### src/fifo_out_pkg.sv
// Package: constants, types and register map of the FIFO output stage
package fifo_out_pkg;

  localparam int DATA_W  = 8;
  localparam int DEPTH   = 8;
  localparam int HADDR_W = 32;
  localparam int HDATA_W = 32;

  ////////////////////////////////////////////////////////////////////////////
  // Register byte offsets
  localparam logic [7:0] OFFS_CTRL   = 8'h00;
  localparam logic [7:0] OFFS_PUSH   = 8'h04;
  localparam logic [7:0] OFFS_STATUS = 8'h08;
  localparam logic [7:0] OFFS_HOLD   = 8'h0C;

  // Field positions
  localparam int CTRL_MODE_BIT   = 0;
  localparam int ST_LAST_VALID   = 0;
  localparam int ST_OUT_REQ      = 1;
  localparam int ST_ADVANCE      = 2;
  localparam int ST_DATA_AVAIL   = 3;
  localparam int ST_IN_READY     = 4;

  localparam logic [1:0] HTRANS_NONSEQ = 2'h2;
  localparam logic       HRESP_OKAY    = 1'h0;

  ////////////////////////////////////////////////////////////////////////////
  typedef enum logic {
    MODE_EDGE,
    MODE_SYNC
  } mode_e;

  typedef struct packed {
    logic              valid;
    logic [DATA_W-1:0] data;
  } entry_s;

  typedef struct packed {
    logic [HADDR_W-1:0] haddr;
    logic [1:0]         htrans;
    logic               hwrite;
    logic [2:0]         hsize;
    logic               hsel;
    logic               hready;
  } ahb_req_s;

endpackage

### src/shift_fifo_core.sv
// Register-based shift FIFO with per-column valid bits
`timescale 1ns/1ps
module shift_fifo_core
  import fifo_out_pkg::*;
(
  input  wire logic                clk,
  input  wire logic                reset,
  input  wire logic                ce,
  input  wire fifo_out_pkg::entry_s pushIn,
  input  wire logic                advance,
  output logic                     inReady,
  output fifo_out_pkg::entry_s     lastEntry
);

  entry_s column [DEPTH];
  logic   shiftEn [DEPTH+1];

  // Advance is an extra active-low valid bit past the last column
  assign shiftEn[DEPTH] = advance;
  assign inReady        = shiftEn[0];
  assign lastEntry      = column[DEPTH-1];

  ////////////////////////////////////////////////////////////////////////////
  for (genvar i = 0; i < DEPTH; i++) begin : g_col
    entry_s feed;
    // Ripple OR: shift if own or any downstream valid bit is low
    assign shiftEn[i] = !column[i].valid || shiftEn[i+1];
    if (i == 0) begin : g_first
      assign feed = pushIn;
    end else begin : g_rest
      assign feed = column[i-1];
    end
    always_ff @(posedge clk) begin
      if (reset) begin
        column[i] <= '0;
      end else if (ce && shiftEn[i]) begin
        // Invalid words are dropped; last column keeps shifting till valid
        column[i] <= feed;
      end
    end
  end

endmodule // shift_fifo_core

### src/fifo_async_output_stage.sv
// FIFO asynchronous output stage with AHB-Lite register access
//
// The placing of the registers and register access over AHB-Lite were decided locally.
`timescale 1ns/1ps
module fifo_async_output_stage
  import fifo_out_pkg::*;
(
  input  wire logic                          clk,
  input  wire logic                          reset,
  input  wire logic                          ce,
  input  wire logic                          hsel,
  input  wire logic [fifo_out_pkg::HADDR_W-1:0] haddr,
  input  wire logic [1:0]                    htrans,
  input  wire logic                          hwrite,
  input  wire logic [2:0]                    hsize,
  input  wire logic                          hready,
  input  wire logic [fifo_out_pkg::HDATA_W-1:0] hwdata,
  output logic      [fifo_out_pkg::HDATA_W-1:0] hrdata,
  output logic                               hreadyout,
  output logic                               hresp,
  input  wire logic                          readerClk,
  input  wire logic                          readerStrobe,
  output logic      [fifo_out_pkg::DATA_W-1:0] readerData,
  output logic                               dataAvail
);

  ////////////////////////////////////////////////////////////////////////////
  // Bus side state
  ahb_req_s              req;
  logic                  dataPhase;
  logic [7:0]            phaseAddr;
  logic                  phaseWrite;
  mode_e                 mode;
  entry_s                pushIn;

  // Link side state
  logic [1:0]            clkSync;
  logic [1:0]            strobeSync;
  logic                  clkPrev;
  logic                  strobePrev;
  logic                  outReq;
  logic                  advance;
  logic                  advanceShifted;

  // FIFO
  logic                  inReady;
  entry_s                lastEntry;
  logic                  fifoAdvance;

  ////////////////////////////////////////////////////////////////////////////
  // Decode
  logic                  addrTaken;
  logic                  selCtrl;
  logic                  selPush;
  logic                  selStatus;
  logic                  selHold;
  logic [HDATA_W-1:0]    readMux;
  logic [HDATA_W-1:0]    statusWord;
  logic                  writeCtrl;
  logic                  writePush;

  assign req = '{haddr: haddr, htrans: htrans, hwrite: hwrite,
                 hsize: hsize, hsel: hsel, hready: hready};

  assign addrTaken = req.hsel && req.hready && hreadyout &&
                     req.htrans == HTRANS_NONSEQ;
  assign selCtrl   = phaseAddr == OFFS_CTRL;
  assign selPush   = phaseAddr == OFFS_PUSH;
  assign selStatus = phaseAddr == OFFS_STATUS;
  assign selHold   = phaseAddr == OFFS_HOLD;
  assign writeCtrl = dataPhase && phaseWrite && selCtrl;
  assign writePush = dataPhase && phaseWrite && selPush;

  always_comb begin
    statusWord                = '0;
    statusWord[ST_LAST_VALID] = lastEntry.valid;
    statusWord[ST_OUT_REQ]    = outReq;
    statusWord[ST_ADVANCE]    = advance;
    statusWord[ST_DATA_AVAIL] = dataAvail;
    statusWord[ST_IN_READY]   = inReady;
  end

  // Unmapped addresses read as zero, still OKAY
  assign readMux =
    selCtrl   ? {{(HDATA_W-1){1'b0}}, mode == MODE_SYNC} :
    selStatus ? statusWord :
    selHold   ? {{(HDATA_W-DATA_W){1'b0}}, readerData} :
                '0;

  ////////////////////////////////////////////////////////////////////////////
  // Link decode
  logic                  clkRise;
  logic                  clkFall;
  logic                  strobeRise;
  logic                  readyInt;
  logic                  edgeAccept;
  logic                  syncAccept;
  logic                  accept;

  assign clkRise    = clkSync[1] && !clkPrev;
  assign clkFall    = !clkSync[1] && clkPrev;
  assign strobeRise = strobeSync[1] && !strobePrev;

  // Ready only while the last word is valid and no pop is in flight
  assign readyInt   = lastEntry.valid && !outReq && !advance;

  // Strobes seen while not ready are ignored
  assign edgeAccept = mode == MODE_EDGE && strobeRise && readyInt;
  assign syncAccept = mode == MODE_SYNC && clkRise && strobeSync[1] &&
                      dataAvail && readyInt;
  assign accept     = edgeAccept || syncAccept;

  // First advance cycle pops; later cycles only let the FIFO refill
  assign fifoAdvance = advance && !advanceShifted;

  ////////////////////////////////////////////////////////////////////////////
  // Bus address and data phase; one wait state so reads see settled state
  always_ff @(posedge clk) begin
    if (reset) begin
      dataPhase  <= 1'b0;
      phaseAddr  <= '0;
      phaseWrite <= 1'b0;
      hreadyout  <= 1'b1;
      hrdata     <= '0;
      hresp      <= HRESP_OKAY;
    end else if (ce) begin
      dataPhase <= addrTaken;
      if (addrTaken) begin
        phaseAddr  <= req.haddr[7:0];
        phaseWrite <= req.hwrite;
        hreadyout  <= 1'b0;
      end else if (dataPhase) begin
        hreadyout <= 1'b1;
        hrdata    <= phaseWrite ? '0 : readMux;
      end
    end
  end

  ////////////////////////////////////////////////////////////////////////////
  // Control register and push path
  always_ff @(posedge clk) begin
    if (reset) begin
      mode   <= MODE_EDGE;
      pushIn <= '0;
    end else if (ce) begin
      if (writeCtrl) begin
        mode <= hwdata[CTRL_MODE_BIT] ? MODE_SYNC : MODE_EDGE;
      end
      // Push is dropped if no column is free and the FIFO is not popping
      if (writePush) begin
        pushIn <= '{valid: inReady, data: hwdata[DATA_W-1:0]};
      end else begin
        pushIn <= '0;
      end
    end
  end

  ////////////////////////////////////////////////////////////////////////////
  // Reader pins cross into clk; nothing reads the first stage but the second
  always_ff @(posedge clk) begin
    if (reset) begin
      clkSync    <= '0;
      strobeSync <= '0;
      clkPrev    <= 1'b0;
      strobePrev <= 1'b0;
    end else if (ce) begin
      clkSync    <= {clkSync[0], readerClk};
      strobeSync <= {strobeSync[0], readerStrobe};
      clkPrev    <= clkSync[1];
      strobePrev <= strobeSync[1];
    end
  end

  ////////////////////////////////////////////////////////////////////////////
  // Holding register
  always_ff @(posedge clk) begin
    if (reset) begin
      readerData <= '0;
    end else if (ce && accept) begin
      readerData <= lastEntry.data;
    end
  end

  ////////////////////////////////////////////////////////////////////////////
  // Output request and advance handshake
  always_ff @(posedge clk) begin
    if (reset) begin
      outReq         <= 1'b0;
      advance        <= 1'b0;
      advanceShifted <= 1'b0;
    end else if (ce) begin
      // Held regardless of strobe level until taken here
      outReq <= accept || (outReq && !(outReq && !advance));
      if (outReq) begin
        advance        <= 1'b1;
        advanceShifted <= 1'b0;
      end else if (advance && !advanceShifted) begin
        advanceShifted <= 1'b1;
      end else if (advance && lastEntry.valid) begin
        advance        <= 1'b0;
        advanceShifted <= 1'b0;
      end
    end
  end

  ////////////////////////////////////////////////////////////////////////////
  // Data-available toward the reader
  always_ff @(posedge clk) begin
    if (reset) begin
      dataAvail <= 1'b0;
    end else if (ce) begin
      if (mode == MODE_EDGE) begin
        dataAvail <= readyInt && !accept;
      end else if (accept) begin
        dataAvail <= 1'b0;
      end else if (clkFall) begin
        // Accept clears it; falling edge raises it again between back-to-back reads
        dataAvail <= readyInt;
      end
    end
  end

  ////////////////////////////////////////////////////////////////////////////
  shift_fifo_core u_core (
    .clk       (clk),
    .reset     (reset),
    .ce        (ce),
    .pushIn    (pushIn),
    .advance   (fifoAdvance),
    .inReady   (inReady),
    .lastEntry (lastEntry)
  );

endmodule // fifo_async_output_stage

### config.mk
export PLATFORM = sky130hd
export DESIGN_NAME = fifo_async_output_stage
export DESIGN_NICKNAME = d
export VERILOG_FILES = /design/src/fifo_out_pkg.sv /design/src/shift_fifo_core.sv /design/src/fifo_async_output_stage.sv
export SDC_FILE = /design/constraint.sdc
export NUM_CORES = 1
export LEC_CHECK = 0
export BUFFER_PORTS_ARGS = -buffer_cell sky130_fd_sc_hd__buf_2
export CAP_MARGIN = 20
export CORE_UTILIZATION = 35
export DETAILED_ROUTE_END_ITERATION = 8
export SYNTH_ARGS = -nofsm -noshare
export SYNTH_HDL_FRONTEND = slang
export SYNTH_HIERARCHICAL = 1
export SYNTH_SLANG_ARGS = --single-unit
export TNS_END_PERCENT = 100
### constraint.sdc
create_clock -name clk -period 4.4 [get_ports clk]
set_input_delay 0.88 -clock clk [delete_from_list [all_inputs] [get_ports clk]]
set_output_delay 0.88 -clock clk [all_outputs]
set_load 0.01 [all_outputs]
# == Word level (Yosys, flattened, before mapping) ==
# Memory sizes are Yosys's and may differ from the RTL's.
# Index checks and enable logic that the tools add are counted.
# op_classes
n_bitwise,10
reduce_logical,68
n_mux,50
n_eq_ne,6
# ops
op,count
$mux 9,9
$mux 1,37
$mux 8,4
$logic_and 1x1->1,31
$eq 8x4->1 const B,2
$logic_not 1->1,16
$logic_or 1x1->1,10
$reduce_and 2->1,5
$eq 8x3->1 const B,1
$logic_not 8->1,1
$or 1x1->1,8
$reduce_and 3->1,2
$reduce_bool 2->1,2
$ne 3x1->1 const B,1
$reduce_bool 3->1,1
$eq 2x2->1 const B,1
$ne 2x2->1 const B,1
$not 1->1,2
# totals
ramBits,72
reg_bits,71
elab_cells,152
output_inout_bits,43
mem_count,1
inputBits,77
# memory_table
name,depth,width,read_ports,rd_ports_with_merged_regs,write_ports,line_no,text
u_core.column,8,9,8,0,8,shift_fifo_core.sv:15,entry_s column [DEPTH];

# == Logic depth before layout (Yosys ltp) ==
# logic_depth
word_depth,15
mapped_depth,7

# == By module ==
# Netlist, hierarchy kept.
# modules_own_cells
mod,instances,area_each_um2,seq_area_each_um2,cells_each
shift_fifo_core,1,2872.8,2162.1,184
fifo_async_output_stage,1,2060.7,940.9,221

# == Least setup slack after synthesis ==
# Ideal clock, no wire load.
# synth_timing
kind,input -> register
start,input port ce
end,"register, netlist name pushIn[6]"
required_time_ps,4268
path_slack_ps,2533
cell_stages,5
t_arrival_ps,1734
n_path_buf,2
setup_ps,132
path_cell_list,buf_1 > inv_1 > clkbuf_1 > nand2_1 > a21oi_1
# synth_rtl
item,line_no,text
start: declaration,fifo_async_output_stage.sv:10,"input wire logic ce,"

==> out/qor_table.md <==
| Metric | This run | Unit |
|:---|:---|:---|
| Top achievable clock speed | 0.454 | GHz |
| Commonest non-fill, non-tap cell in the layout | sky130_fd_sc_hd__edfxtp_1 | - |
| Routed wirelength normalized by instance count | 12.8 | µm |
| I/O pin count | 120 | - |
| Global-route wire length before repair | 13.8 | mm |
| Antenna Diode Count | 0 | - |
| Initial detailed-routing violation count | 185 | - |
| Clock latency at the later pin of the worst-skew pair | 0.41 | ns |
| Initial antenna violation count | 0 | - |
| Clock sinks | 119 | - |
| Crit path launch type | flop | - |
| Combined buffer and inverter count along the critical path | 0 | - |
| Final worst hold slack | 0.456 | ns |
| Leakage Power | 2.48 | nW |
| Overall power | 0.00272 | W |
| Max-cap viol count | 0 | - |
| Path type of the worst setup path | reg2reg | - |
| Library cell contributing the largest single delay on the critical path | sky130_fd_sc_hd__and4b_1 | - |
| Final cycle utilization of the critical path | 50.1 | % |
| Combined global-route utilization of all metal layers | 12.6 | % |
| Core ar. | 13800 | µm² |
| Critical path fanouts, max | 12 | - |
| Row cnt | 43 | - |
| #FFs+latches synth | 119 | - |
| Cell Area, Synth | 4930 | µm² |
| Crit path capture type | flop | - |
| Largest net degree at the start of global routing | 41 | - |
| Relative slew slack | 25.1 | % |
| Sum Neg Setup Slack | 0 | ns |
| Post-layout util | 41.6 | % |
| Crit path max-delay family | simple AND/OR/NAND/NOR gates | - |
| Die Height | 121 | µm |
| Slowest cell delay on critical path | 0.47 | ns |
| Initial cell density of the core | 35.7 | % |
| Die area | 14600 | µm² |
| Final-report max-slew violation count | 0 | - |
| Buffer cell driving the clock tree root | sky130_fd_sc_hd__clkbuf_16 | - |
| Via count of the routed design | 2950 | - |
| Iteration count of the initial detailed-routing pass | 5 | - |
| Number of global-route vias before repair | 2878 | - |
| NumNets Final | 519 | - |
| Status | complete, no violations | - |
| Clock tree from TritonCTS | done | - |
| Detailed-route vias per instance | 4.65 | - |
| Kind of path behind the tightest hold check | reg2reg | - |
| Final critical-path setup slack | 2.20 | ns |
| H-tree depth | 4 | - |
| Setup violation total in the final timing report | 0 | - |
| Sum of net half-perimeters after detailed placement | 5.59 | mm |
| Share of layout cells above drive strength 1 | 18.5 | % |
| Register clock-pin slew on the reported worst setup and hold paths | 0.05 | ns |
| Maximum root-to-sink buffer count | 2 | - |
| Cell chain of the critical path | nor2b_1 > and4b_1 > nand4_1 > a21o_1 | - |
| Post-CTS Hold Buffers | 0 | - |
| Required @ worst endpoint | 4.52 | ns |
| Seq/Total Area, Yosys | 62.9 | % |
| Antenna-violating nets left | 0 | - |
| Total DRC errors in the routed layout | 0 | - |
| Area grow syn2layout | 16.5 | % |
| GRT overflow | 0 | - |
| Count of synthesis-stage warnings from yosys | 6 | - |
| RSZ-0062 raised after global routing | false | - |
| I/O Buffers | 43 | - |
| Clock period minus worst slack | 2.20 | ns |
| Largest voltage drop on the vdd net | 0.281 | mV |
| Actual transition at the worst max-transition pin | 1.12 | ns |
| Arrival time of data at the critical path endpoint | 2.32 | ns |
| Worst setup slack after placement | 1.88 | ns |
| Buffers inserted during post-CTS setup optimization | 0 | - |
| Average cell area after synthesis | 12.2 | µm² |
| Number of resized instances in the post-cts repair step | 0 | - |
| Hold Vio Cnt, Final | 0 | - |
| X dimension of the die | 121 | µm |
| Clock buffers created by TritonCTS | 17 | - |
| Commonest cells after routing, fill and taps aside | 72 x sky130_fd_sc_hd__edfxtp_1, 47 x sky130_fd_sc_hd__dfxtp_1, 45 x sky130_fd_sc_hd__and2_1 | - |
| Post-route clock skew | 0.0121 | ns |
| Power Density | 473 | nW/µm² |
| Final weighted congestion of routability-driven global placement | 0.721 | - |
| Number of instances in the synthesized netlist | 405 | - |
| Final wirelength | 8.16 | mm |
| Synth cell types | 41 | - |
[sequential cells by signal (all words and copies together) (netlist names), 2 cells and up]
| name | count |
|---|---|
| clkSync | 2 |
| hrdata | 8 |
| phaseAddr | 8 |
| pushIn | 9 |
| readerData | 8 |
| strobeSync | 2 |
| u_core/column | 72 |
[worst min-delay path, delay by kind of cell (launching register included)]
kind,cells,cell delay (ns)
flip-flops,1,0.30
AO/OA/AOI/OAI,1,0.05
AND/OR/NAND/NOR,1,0.06
[report_power, final]
| part | internal, W | switching, W |
|---|---|---|
| Clock | 0.000927 | 0.000456 |
| Sequential | 0.00123 | 0.0000148 |
| Combinational | 0.0000300 | 0.0000612 |
[area by class of cell]
type / count / area, µm²
timing repair buffer: 44 / 223
multi-input combinational: 258 / 1590
sequential: 119 / 3100
fill: 1297 / 8080
tap: 180 / 225
clock buffer: 22 / 474
clock inverter: 10 / 126
inverter: 2 / 7.51
[Yosys cell counts]
| cell type | count | area [µm²] |
|---|---|---|
| sky130_fd_sc_hd__and2_1 | 45 | 282 |
| sky130_fd_sc_hd__a32o_1 | 3 | 30.0 |
| sky130_fd_sc_hd__nand3_1 | 15 | 75.1 |
| sky130_fd_sc_hd__and3_1 | 28 | 175 |
| sky130_fd_sc_hd__o2bb2ai_1 | 4 | 35.0 |
| sky130_fd_sc_hd__or3b_2 | 1 | 8.76 |
| sky130_fd_sc_hd__nand4_1 | 2 | 12.5 |
| sky130_fd_sc_hd__inv_2 | 1 | 3.75 |
| sky130_fd_sc_hd__a21oi_1 | 16 | 80.1 |
| sky130_fd_sc_hd__nor4_1 | 1 | 6.26 |
| sky130_fd_sc_hd__a21o_1 | 5 | 37.5 |
| sky130_fd_sc_hd__o21ai_0 | 3 | 15.0 |
| sky130_fd_sc_hd__nand2_1 | 14 | 52.6 |
| sky130_fd_sc_hd__and4b_1 | 3 | 30.0 |
| sky130_fd_sc_hd__o22ai_1 | 1 | 6.26 |
| sky130_fd_sc_hd__nand2b_1 | 6 | 37.5 |
| sky130_fd_sc_hd__mux2i_1 | 29 | 290 |
| sky130_fd_sc_hd__a31oi_1 | 2 | 12.5 |
| sky130_fd_sc_hd__edfxtp_1 | 72 | 2160 |
| sky130_fd_sc_hd__nor2b_1 | 2 | 12.5 |
| sky130_fd_sc_hd__nand4b_1 | 1 | 8.76 |
| sky130_fd_sc_hd__or2_2 | 3 | 18.8 |
| sky130_fd_sc_hd__nor4_4 | 1 | 21.3 |
| sky130_fd_sc_hd__or4_4 | 1 | 11.3 |
| sky130_fd_sc_hd__clkbuf_1 | 8 | 30.0 |
| sky130_fd_sc_hd__buf_1 | 2 | 7.51 |
| sky130_fd_sc_hd__conb_1 | 1 | 3.75 |
| sky130_fd_sc_hd__o21bai_1 | 2 | 15.0 |
| sky130_fd_sc_hd__nor2_2 | 1 | 6.26 |
| sky130_fd_sc_hd__a21oi_2 | 3 | 26.3 |
| sky130_fd_sc_hd__a311o_1 | 1 | 10.0 |
| sky130_fd_sc_hd__buf_2 | 5 | 25.0 |
| sky130_fd_sc_hd__a22oi_1 | 1 | 7.51 |
| sky130_fd_sc_hd__and4_1 | 2 | 17.5 |
| sky130_fd_sc_hd__buf_4 | 35 | 263 |
| sky130_fd_sc_hd__dfxtp_1 | 47 | 941 |
| sky130_fd_sc_hd__inv_1 | 1 | 3.75 |
| sky130_fd_sc_hd__nor2_1 | 32 | 120 |
| sky130_fd_sc_hd__nor3_1 | 3 | 15.0 |
| sky130_fd_sc_hd__nor4bb_1 | 1 | 10.0 |
| sky130_fd_sc_hd__o211ai_1 | 1 | 7.51 |
[per-stage QoR]
| stage | cell area (µm²) | std cells |
|---|---|---|
| floorplan | 5020 | 429 |
| global placement | 5150 | 603 |
| detailed placement | 5150 | 603 |
| CTS | 5750 | 635 |
| global route | 5750 | 635 |
| finish | 5750 | 635 |
[path summary, 6_finish.rpt]
kind	startpoint	endpoint	slack, ns	depth (start not counted)
worst max-delay path	advance	u_core/column[0][4]	2.20	4
worst max register to register	advance	u_core/column[0][4]	2.20	4
worst min register to register	pushIn[1]	pushIn[1]	0.46	2
worst min-delay path	pushIn[1]	pushIn[1]	0.46	2
[routing by layer]
metal,GRT usage (%),part of all wire (%),vias to the layer above
li1,-,-,1472
met1,14.2,42,1391
met2,20.8,51,75
met3,3.68,5.7,12
met4,7.95,1.6,0
met5,0,0,-
[kinds of logic after synthesis]
logic type,synth area share [%]
AO/OA/AOI/OAI,5.73
AND/OR/NAND/NOR,18.7
flip-flops,62.9
other,0.0760
buffers and inverters,6.75
multiplexers,5.88
No activity file was read; power rests on OpenSTA's default activity.
